### config.mk
export PLATFORM = sky130hd
export DESIGN_NAME = msrb_bank
export DESIGN_NICKNAME = d
export VERILOG_FILES = /design/src/msrb_bank.v /design/src/msrb_serial.v
export VERILOG_INCLUDE_DIRS = /design/src
export SDC_FILE = /design/constraint.sdc
export NUM_CORES = 1
export LEC_CHECK = 0
export BUFFER_PORTS_ARGS = -buffer_cell sky130_fd_sc_hd__buf_2
export CORE_MARGIN = 5
export CORE_UTILIZATION = 55
export CTS_BUF_LIST = sky130_fd_sc_hd__clkbuf_4 sky130_fd_sc_hd__clkbuf_8
export CTS_CLUSTER_SIZE = 16
export DETAILED_ROUTE_END_ITERATION = 16
export PLACE_DENSITY = 0.8
export SLEW_MARGIN = 10
export SYNTH_ARGS = -nofsm -noshare
export SYNTH_HDL_FRONTEND = slang
export SYNTH_SLANG_ARGS = --single-unit
### constraint.sdc
create_clock -name sys_clk -period 2.89 [get_ports sys_clk]
set_input_delay 0.289 -clock sys_clk [delete_from_list [all_inputs] [get_ports sys_clk]]
set_output_delay 0.289 -clock sys_clk [all_outputs]
set_load 0.02 [all_outputs]
### src/msrb_defs.vh
// Register map and constants of the motion sensor register bank
`ifndef MSRB_DEFS_VH
`define MSRB_DEFS_VH
`define MSRB_ADDR_PART_ID    7'h00
`define MSRB_ADDR_SI_REV     7'h01
`define MSRB_ADDR_MOTION     7'h02
`define MSRB_ADDR_DX         7'h03
`define MSRB_ADDR_DY         7'h04
`define MSRB_ADDR_SQUAL      7'h05
`define MSRB_ADDR_EXP_HI     7'h06
`define MSRB_ADDR_EXP_LO     7'h07
`define MSRB_ADDR_PIX_MAX    7'h08
`define MSRB_ADDR_PIX_SUM    7'h09
`define MSRB_ADDR_PIX_MIN    7'h0A
`define MSRB_ADDR_PIX_CAP    7'h0B
`define MSRB_ADDR_CTRL       7'h0D
`define MSRB_ADDR_SOFT_RST   7'h3A
`define MSRB_ADDR_REV_INV    7'h3F
`define MSRB_ADDR_LED_DRIVE  7'h40
`define MSRB_ADDR_LOW_POWER  7'h45
`define MSRB_ADDR_BURST      7'h63
`define MSRB_SOFT_RST_KEY    8'h5A
`define MSRB_MOTION_BIT      7
`define MSRB_CTRL_PD_BIT     1
`define MSRB_CAP_VALID_BIT   7
`define MSRB_CTRL_RST        8'h00
`define MSRB_LOW_POWER_RST   8'h00
`define MSRB_LED_DRIVE_RST   8'h00
`define MSRB_BURST_LEN       3'd7
`endif

### src/msrb_bank.v
// Register bank of the optical motion sensor
`timescale 1ns/100ps
`default_nettype none
`include "msrb_defs.vh"
// Function
// - All registers are reached only through the serial port using the seven-bit address of each transaction.
// - The identification register returns a fixed eight-bit part code.
// - Address 0x01 returns an eight-bit silicon revision code.
// - Bit 7 of the motion status register is set when motion has accumulated, bits 6 to 0 read zero.
// - Any write to the motion status register clears the flag and both displacements and stores nothing.
// - X displacement at 0x03 is a signed count since the last report and clears when read.
// - Y displacement at 0x04 is a signed count since the last report and clears when read.
// - Surface quality at 0x05 is the upper eight bits of a nine-bit measurement.
// - Writing 0x5A to the soft reset register at 0x3A resets the whole chip like the reset pin.
// - Bit 1 of the control register at 0x0D enters power-down, left only by a pin or soft reset.
// - Reading the burst register streams X, Y, quality, exposure high, low, brightest pixel and pixel total.
module msrb_bank #(
    parameter [7:0] PART_CODE = 8'h5C, // Arbitrary value
    parameter [7:0] REV_CODE = 8'h03 // Arbitrary value
) (
    input wire sys_clk,
    input wire rst_n,
    input wire select_pin_low,
    input wire sclk_in,
    input wire mosi_in,
    output wire miso_out,
    output wire miso_oe_n,
    input wire motion_valid,
    input wire signed [7:0] motion_dx,
    input wire signed [7:0] motion_dy,
    input wire [8:0] quality_meas,
    input wire [15:0] exposure_meas,
    input wire [7:0] pixel_max_meas,
    input wire [7:0] pixel_sum_meas,
    input wire [7:0] pixel_min_meas,
    input wire pixel_ready,
    input wire [6:0] pixel_value,
    output reg pixel_take,
    output reg pixel_rearm,
    output reg [7:0] ctrl_out,
    output reg [7:0] led_drive_out,
    output reg [7:0] low_power_out,
    output wire power_down,
    output wire soft_reset_pulse
);
    // ------------------------------------------------------------
    // Soft reset
    // ------------------------------------------------------------
    wire addr_valid;
    wire [6:0] addr;
    wire is_write;
    wire wr_strobe;
    wire [7:0] wr_data;
    wire byte_done;
    reg [7:0] rd_data;
    reg soft_rst_r;
    reg [1:0] rst_sync_r;
    wire core_rst_n;
    assign soft_reset_pulse = soft_rst_r;
    // Soft reset is pulsed through a resynchroniser so the released reset is glitch free
    always @(posedge sys_clk or negedge rst_n) begin
        if (!rst_n) begin
            rst_sync_r <= 2'b00;
        end else if (soft_rst_r) begin
            rst_sync_r <= 2'b00;
        end else begin
            rst_sync_r <= {rst_sync_r[0], 1'b1};
        end
    end
    assign core_rst_n = rst_sync_r[1];
    always @(posedge sys_clk or negedge rst_n) begin
        if (!rst_n) begin
            soft_rst_r <= 1'b0;
        end else begin
            soft_rst_r <= wr_strobe && addr == `MSRB_ADDR_SOFT_RST && wr_data == `MSRB_SOFT_RST_KEY;
        end
    end
    // ------------------------------------------------------------
    // Serial front end
    // ------------------------------------------------------------
    msrb_serial u_serial (
        .sys_clk(sys_clk),
        .rst_n(core_rst_n),
        .select_pin_low(select_pin_low),
        .sclk_in(sclk_in),
        .mosi_in(mosi_in),
        .miso_out(miso_out),
        .miso_oe_n(miso_oe_n),
        .addr_valid(addr_valid),
        .addr(addr),
        .is_write(is_write),
        .wr_strobe(wr_strobe),
        .wr_data(wr_data),
        .byte_done(byte_done),
        .rd_data(rd_data)
    );
    // ------------------------------------------------------------
    // Motion accumulation
    // ------------------------------------------------------------
    reg signed [7:0] dx_r;
    reg signed [7:0] dy_r;
    reg motion_flag_r;
    reg burst_r;
    reg [2:0] burst_idx_r;
    wire rd_start;
    wire clr_motion;
    wire rd_dx;
    wire rd_dy;
    assign rd_start = addr_valid & ~is_write;
    assign clr_motion = wr_strobe && addr == `MSRB_ADDR_MOTION;
    // X and Y clear on the read that fetches them, including the burst path
    assign rd_dx = (rd_start && addr == `MSRB_ADDR_DX) || (rd_start && addr == `MSRB_ADDR_BURST);
    assign rd_dy = (rd_start && addr == `MSRB_ADDR_DY) || (burst_r && byte_done && burst_idx_r == 3'd0);
    function [7:0] sat_add;
        input [7:0] acc;
        input [7:0] inc;
        reg [8:0] s;
        begin
            s = {acc[7], acc} + {inc[7], inc};
            if (s[8] != s[7]) begin
                sat_add = s[8] ? 8'h80 : 8'h7F;
            end else begin
                sat_add = s[7:0];
            end
        end
    endfunction
    // Motion arriving while a read clears the count starts the new count, so nothing is lost
    always @(posedge sys_clk or negedge core_rst_n) begin
        if (!core_rst_n) begin
            dx_r <= 8'h00;
            dy_r <= 8'h00;
            motion_flag_r <= 1'b0;
        end else begin
            if (clr_motion) begin
                // Motion landing in the clearing cycle starts the next count, so set wins
                dx_r <= motion_valid ? motion_dx : 8'h00;
                dy_r <= motion_valid ? motion_dy : 8'h00;
                motion_flag_r <= motion_valid && (motion_dx != 8'h00 || motion_dy != 8'h00);
            end else begin
                if (rd_dx) begin
                    dx_r <= motion_valid ? motion_dx : 8'h00;
                end else if (motion_valid) begin
                    dx_r <= sat_add(dx_r, motion_dx);
                end
                if (rd_dy) begin
                    dy_r <= motion_valid ? motion_dy : 8'h00;
                end else if (motion_valid) begin
                    dy_r <= sat_add(dy_r, motion_dy);
                end
                if (motion_valid && (motion_dx != 8'h00 || motion_dy != 8'h00)) begin
                    motion_flag_r <= 1'b1;
                end else if (rd_dy) begin
                    motion_flag_r <= 1'b0;
                end
            end
        end
    end
    // ------------------------------------------------------------
    // Writable registers
    // ------------------------------------------------------------
    always @(posedge sys_clk or negedge core_rst_n) begin
        if (!core_rst_n) begin
            ctrl_out <= `MSRB_CTRL_RST;
            led_drive_out <= `MSRB_LED_DRIVE_RST;
            low_power_out <= `MSRB_LOW_POWER_RST;
            pixel_rearm <= 1'b0;
        end else begin
            pixel_rearm <= 1'b0;
            if (wr_strobe) begin
                case (addr)
                    `MSRB_ADDR_CTRL: begin
                        // Power-down sticks; only a reset clears it
                        ctrl_out <= wr_data | {6'h00, ctrl_out[`MSRB_CTRL_PD_BIT], 1'b0};
                    end
                    `MSRB_ADDR_LED_DRIVE: begin
                        led_drive_out <= wr_data;
                    end
                    `MSRB_ADDR_LOW_POWER: begin
                        low_power_out <= wr_data;
                    end
                    `MSRB_ADDR_PIX_CAP: begin
                        pixel_rearm <= 1'b1;
                    end
                    default: begin
                        pixel_rearm <= 1'b0;
                    end
                endcase
            end
        end
    end
    assign power_down = ctrl_out[`MSRB_CTRL_PD_BIT];
    // ------------------------------------------------------------
    // Burst sequencing
    // ------------------------------------------------------------
    always @(posedge sys_clk or negedge core_rst_n) begin
        if (!core_rst_n) begin
            burst_r <= 1'b0;
            burst_idx_r <= 3'd0;
        end else if (select_pin_low) begin
            burst_r <= 1'b0; // Burst ends only when select is raised
            burst_idx_r <= 3'd0;
        end else if (rd_start && addr == `MSRB_ADDR_BURST) begin
            burst_r <= 1'b1;
            burst_idx_r <= 3'd0;
        end else if (burst_r && byte_done && burst_idx_r != `MSRB_BURST_LEN) begin
            burst_idx_r <= burst_idx_r + 3'd1;
        end
    end
    // ------------------------------------------------------------
    // Read decode
    // ------------------------------------------------------------
    function [7:0] reg_read;
        input [6:0] a;
        input [7:0] vx;
        input [7:0] vy;
        input [7:0] cap;
        begin
            case (a)
                `MSRB_ADDR_PART_ID: reg_read = PART_CODE;
                `MSRB_ADDR_SI_REV: reg_read = REV_CODE;
                `MSRB_ADDR_MOTION: reg_read = {motion_flag_r, 7'h00};
                `MSRB_ADDR_DX: reg_read = vx;
                `MSRB_ADDR_DY: reg_read = vy;
                `MSRB_ADDR_SQUAL: reg_read = quality_meas[8:1];
                `MSRB_ADDR_EXP_HI: reg_read = exposure_meas[15:8];
                `MSRB_ADDR_EXP_LO: reg_read = exposure_meas[7:0];
                `MSRB_ADDR_PIX_MAX: reg_read = pixel_max_meas;
                `MSRB_ADDR_PIX_SUM: reg_read = pixel_sum_meas;
                `MSRB_ADDR_PIX_MIN: reg_read = pixel_min_meas;
                `MSRB_ADDR_PIX_CAP: reg_read = cap;
                `MSRB_ADDR_CTRL: reg_read = ctrl_out;
                `MSRB_ADDR_REV_INV: reg_read = ~REV_CODE;
                `MSRB_ADDR_LOW_POWER: reg_read = low_power_out;
                default: reg_read = 8'h00;
            endcase
        end
    endfunction
    // Burst byte order, after X which is loaded with the address
    function [6:0] burst_addr;
        input [2:0] idx;
        begin
            case (idx)
                3'd0: burst_addr = `MSRB_ADDR_DY;
                3'd1: burst_addr = `MSRB_ADDR_SQUAL;
                3'd2: burst_addr = `MSRB_ADDR_EXP_HI;
                3'd3: burst_addr = `MSRB_ADDR_EXP_LO;
                3'd4: burst_addr = `MSRB_ADDR_PIX_MAX;
                3'd5: burst_addr = `MSRB_ADDR_PIX_SUM;
                default: burst_addr = 7'h7F;
            endcase
        end
    endfunction
    wire [7:0] cap_byte;
    assign cap_byte = {pixel_ready, pixel_value};
    always @* begin
        rd_data = 8'h00;
        pixel_take = 1'b0;
        if (rd_start) begin
            if (addr == `MSRB_ADDR_BURST) begin
                rd_data = dx_r;
            end else begin
                rd_data = reg_read(addr, dx_r, dy_r, cap_byte);
                pixel_take = (addr == `MSRB_ADDR_PIX_CAP) && pixel_ready;
            end
        end else if (burst_r && byte_done) begin
            rd_data = reg_read(burst_addr(burst_idx_r), dx_r, dy_r, cap_byte);
        end
    end
endmodule // msrb_bank
`default_nettype wire

### src/msrb_serial.v
// Serial port front end: bit shifting, address and data framing
`timescale 1ns/100ps
`default_nettype none
module msrb_serial (
    input wire sys_clk,
    input wire rst_n,
    input wire select_pin_low,
    input wire sclk_in,
    input wire mosi_in,
    output reg miso_out,
    output wire miso_oe_n,
    output reg addr_valid,
    output reg [6:0] addr,
    output reg is_write,
    output reg wr_strobe,
    output reg [7:0] wr_data,
    output reg byte_done,
    input wire [7:0] rd_data
);
    reg sclk_d_r;
    reg [2:0] bit_cnt_r;
    reg phase_r;
    reg [7:0] shift_r;
    reg [7:0] tx_r;
    wire active;
    wire rise;
    wire fall;
    assign active = ~select_pin_low;
    assign rise = active & sclk_in & ~sclk_d_r;
    assign fall = active & ~sclk_in & sclk_d_r;
    // Output floats while deselected so the port can be shared
    assign miso_oe_n = select_pin_low;
    always @(posedge sys_clk or negedge rst_n) begin
        if (!rst_n) begin
            sclk_d_r <= 1'b1;
            bit_cnt_r <= 3'd0;
            phase_r <= 1'b0;
            shift_r <= 8'h00;
            tx_r <= 8'h00;
            miso_out <= 1'b0;
            addr_valid <= 1'b0;
            addr <= 7'h00;
            is_write <= 1'b0;
            wr_strobe <= 1'b0;
            wr_data <= 8'h00;
            byte_done <= 1'b0;
        end else begin
            sclk_d_r <= sclk_in;
            addr_valid <= 1'b0;
            wr_strobe <= 1'b0;
            byte_done <= 1'b0;
            if (select_pin_low) begin
                // Raising select aborts any transaction in flight
                bit_cnt_r <= 3'd0;
                phase_r <= 1'b0;
            end else if (rise) begin
                shift_r <= {shift_r[6:0], mosi_in};
                bit_cnt_r <= bit_cnt_r + 3'd1;
                if (bit_cnt_r == 3'd7) begin
                    if (!phase_r) begin
                        addr <= {shift_r[5:0], mosi_in};
                        is_write <= shift_r[6];
                        addr_valid <= 1'b1;
                        phase_r <= 1'b1;
                    end else if (is_write) begin
                        wr_data <= {shift_r[6:0], mosi_in};
                        wr_strobe <= 1'b1;
                        phase_r <= 1'b0;
                    end else begin
                        byte_done <= 1'b1;
                    end
                end
            end else if (fall) begin
                miso_out <= tx_r[7];
                tx_r <= {tx_r[6:0], 1'b0};
            end
            if (addr_valid || byte_done) begin
                tx_r <= rd_data;
            end
        end
    end
endmodule // msrb_serial
`default_nettype wire
==> summary by stage <==
Outcome
The run finished with clean final reports.

Detailed routing
The via-per-instance ratio is ~6.7. Detailed routing inserted a total of slightly below 6000 vias. The count of nets left with antenna violations once routing finished came out at 0. The routed design has between 15 and 20 mm of wire. The DRC violations left is 0. The DRC marker count from the first detailed-route iteration is 598. The first detailed-routing pass ran for 5 iterations. In the final routed layout, each cell accounts on average for approximately 23 um.

Synthesis
After synthesis, the cell types taking the most area are sky130_fd_sc_hd__dfrtp_1 37%, sky130_fd_sc_hd__mux2_2 8.1%, sky130_fd_sc_hd__ha_1 4.8%, sky130_fd_sc_hd__nand2_1 4.2%, sky130_fd_sc_hd__o21ai_0 3.3%. Of the post-synthesis cell area, the dominant cell type holds around 37%. In the synthesized netlist, the number of instances is about 620. The count of distinct cell types in the synthesized netlist is 79. The count of flip-flops with a built-in enable after synthesis is 0. In the synthesized netlist the dominant register cell turns out to be sky130_fd_sc_hd__dfrtp_1. The synthesis-stage register bit count is roughly 90.

For this run, the number of Yosys warnings is 0. The most common cell in the synthesized netlist is sky130_fd_sc_hd__dfrtp_1. The portion of the post-synthesis area used by sequential elements is 37.1%. The mean post-synth cell area is between 9 and 10 um2.

The mapped cell area is 6000 um2. The cell type with the largest total area after synthesis is sky130_fd_sc_hd__dfrtp_1. Counting every net in the synthesized netlist gives 725.

The commonest cells after synthesis are 88 x sky130_fd_sc_hd__dfrtp_1, 67 x sky130_fd_sc_hd__nand2_1, 43 x sky130_fd_sc_hd__mux2_2. The async set-or-reset flop fraction in the synthesized netlist is 100%.

STA
In the post-route analysis, the smallest setup slack over all paths is 0.279 ns. The max-slew headroom at the worst pin is approximately three fifths. The final hold violation count was 0.

Dividing the final minimum period by the clock period gives 90.3%. Setup repair after global routing left no endpoint under its margin. Timing would allow up to 0.383 GHz. The final critical-path required period is ~2.6 ns. Setup violations remaining at the end of the flow were counted as 0. The max-slew violation count is 0. At the pin with the least slew margin, the transition time is between 0.6 and 0.7 ns.

The sum of negative setup slack is 0 ns. The clock arrives with 0.0107 ns of skew.

Layout
The area added between synthesis and finish is 16.0%. The antenna cell count is 0. Of the cells placed in the final design, the portion with a size suffix greater than 1 is between 30% and 40%.

At the end of the flow, the number of nets in the layout was around 840.

CTS
The CTS H-tree depth is 3. After clock tree synthesis, the repair step resized 0 gates. Counting every sink on the clock net gives 89. The clock reaches the later pin of the worst-skew pair after between 0.3 and 0.4 ns. The longest clock path from root to sink contains 2 buffers. TritonCTS built the clock tree. The clock input transition at the sequential cells of the worst setup and hold paths is 0.10 ns.

The tree is rooted in a sky130_fd_sc_hd__clkbuf_8. The total CTS buffers is 9.

Setup path
The startpoint-to-endpoint class of the critical path is reg -> reg. The worst setup path is captured at a flip-flop. Of all nets on the critical path, the largest fanout is 7.

STA classifies the critical path startpoint as a flip-flop. The required time of the critical path is ~3.2 ns. The data arrival time of the critical path is 2.92 ns.

Floorplanning
The die extent in x is between 100 and 150 um. Once the floorplan was initialized, standard cells occupied between 50% and 60% of the core. From bottom edge to top edge, the die measures 114 um. The core region area is roughly 11000 um2. The row count is 38.

Pin placement for this block handled 109 I/O pins. The area of the die is roughly 13000 um2.

Placed design
The worst slack at placement is 0.355 ns. The half-perimeter wire length of the detailed placement result is between 15 and 20 mm. Routability-driven placement finished with a final weighted congestion of approximately 1.0. The number of buffers inserted by port buffering is 107.

Global routing
The number of antenna violations at the first check in global routing is 0. The global-route usage over all layers is a little over 30%. The number of global-route vias before repair was around 5800. For this run the aggregate overflow at the end of global routing stands at 0.

Entering global routing, the biggest net connects 40 pins. The first-pass GRT wire length is ~30 mm.

Power
The cell leakage power is roughly 3.3 nW. The power per cell area is a little under 600 nW/um2. The maximum vdd drop is 0.417 mV.

Run
The max-cap check violation count is 0.

Worst hold path
The path class of the tightest hold or removal check is in -> reg.
layout make-up:
type                    instances  area, um2
inverters                       8       30.0
fillers                       915       3830
repair buffers                138        773
multi-input cells             489       3560
clock buffers                  10        138
clock inverters                 6       56.3
well taps                     140        175
flip-flops and latches         89       2230
layout by cell type (no fill, tap or decap), types with 9 or more instances in the layout:
| cell | instances |
|---|---|
| sky130_fd_sc_hd__nor2_1 | 30 |
| sky130_fd_sc_hd__o21ai_1 | 10 |
| sky130_fd_sc_hd__dfrtp_1 | 87 |
| sky130_fd_sc_hd__a22o_1 | 9 |
| sky130_fd_sc_hd__buf_2 | 107 |
| sky130_fd_sc_hd__nand3b_1 | 10 |
| sky130_fd_sc_hd__ha_1 | 23 |
| sky130_fd_sc_hd__nand2_1 | 67 |
| sky130_fd_sc_hd__mux2_1 | 10 |
| sky130_fd_sc_hd__nand3_1 | 21 |
| sky130_fd_sc_hd__buf_4 | 29 |
| sky130_fd_sc_hd__a21oi_1 | 33 |
| sky130_fd_sc_hd__mux2_2 | 43 |
| sky130_fd_sc_hd__a22oi_1 | 16 |
| sky130_fd_sc_hd__o21ai_0 | 39 |
| sky130_fd_sc_hd__clkbuf_8 | 10 |
| sky130_fd_sc_hd__a31oi_1 | 11 |
routing by layer:
metal  GRT usage [%]  vias to the layer above  routed length [um]
met2            47.6                      331                9180
met4            13.4                        0                 774
met3            7.29                       74                1910
met1            40.9                     2845                7960
li1                -                     2602                   -
met5               0                        -                   0
critical path, stage by stage, from the launching register on:
cell	delay, ns
sky130_fd_sc_hd__dfrtp_1	0.43
sky130_fd_sc_hd__ha_1	0.23
sky130_fd_sc_hd__fa_1	0.44
sky130_fd_sc_hd__a211oi_1	0.25
sky130_fd_sc_hd__nor2_1	0.11
sky130_fd_sc_hd__a221oi_1	0.36
sky130_fd_sc_hd__xnor2_1	0.34
sky130_fd_sc_hd__nand3_1	0.15
sky130_fd_sc_hd__a22oi_1	0.22
cells by family after synthesis:
group | share of synthesized area (%)
fa+ha+maj | 5.46
xor+xnor | 1.58
flops | 37.1
buf+inv | 3.63
mux | 13.2
simple gates | 16.9
compound gates | 22.1
through the flow:
step                      utilization, %  instance area [um2]  cells  power (W)  hold WS [ns]
after detailed placement            62.5                 6750    862    0.00323        0.0888
after global placement              62.5                 6750    862    0.00313        0.0846
after global routing                64.5                 6960    880    0.00438         0.185
after CTS                           64.4                 6950    879    0.00409      0.000422
final                               64.5                 6960    880    0.00412         0.183
after floorplan                        -                 6000    621    0.00278      -0.00659
worst paths after layout:
kind                           startpoint                    end  slack (ns)  cells past startpoint
max in group asynchronous   rst_sync_r[1]      u_serial.sclk_d_r        1.85                      1
max reg2reg                       dy_r[0]                dy_r[6]        0.28                      8
min reg2reg                 rst_sync_r[1]            pixel_rearm        0.30                      0
min                        select_pin_low  u_serial.bit_cnt_r[0]        0.18                      2
min in group asynchronous           rst_n          rst_sync_r[1]        0.22                      2
max                               dy_r[0]                dy_r[6]        0.28                      8
where the power goes:
part           leakage [nW]  internal (W)  switching [W]
Combinational          2.07      0.000722       0.000842
Sequential             1.10       0.00144       0.000251
Clock                0.0977      0.000357       0.000512
registers in the layout, summed over array words and instances (netlist names), 7 cells and up:
signal,cells
u_serial.wr_data,8
led_drive_out,8
ctrl_out,8
u_serial.shift_r,7
u_serial.addr,7
dx_r,8
u_serial.tx_r,8
dy_r,8
low_power_out,8
what timing repair did:
action / in CTS / in global routing
buffers inserted: 0 / 0
hold buffers: 1 / 1
endpoints found under the hold margin: 3 / 1
Note: power is estimated with default switching activity, not from simulation.
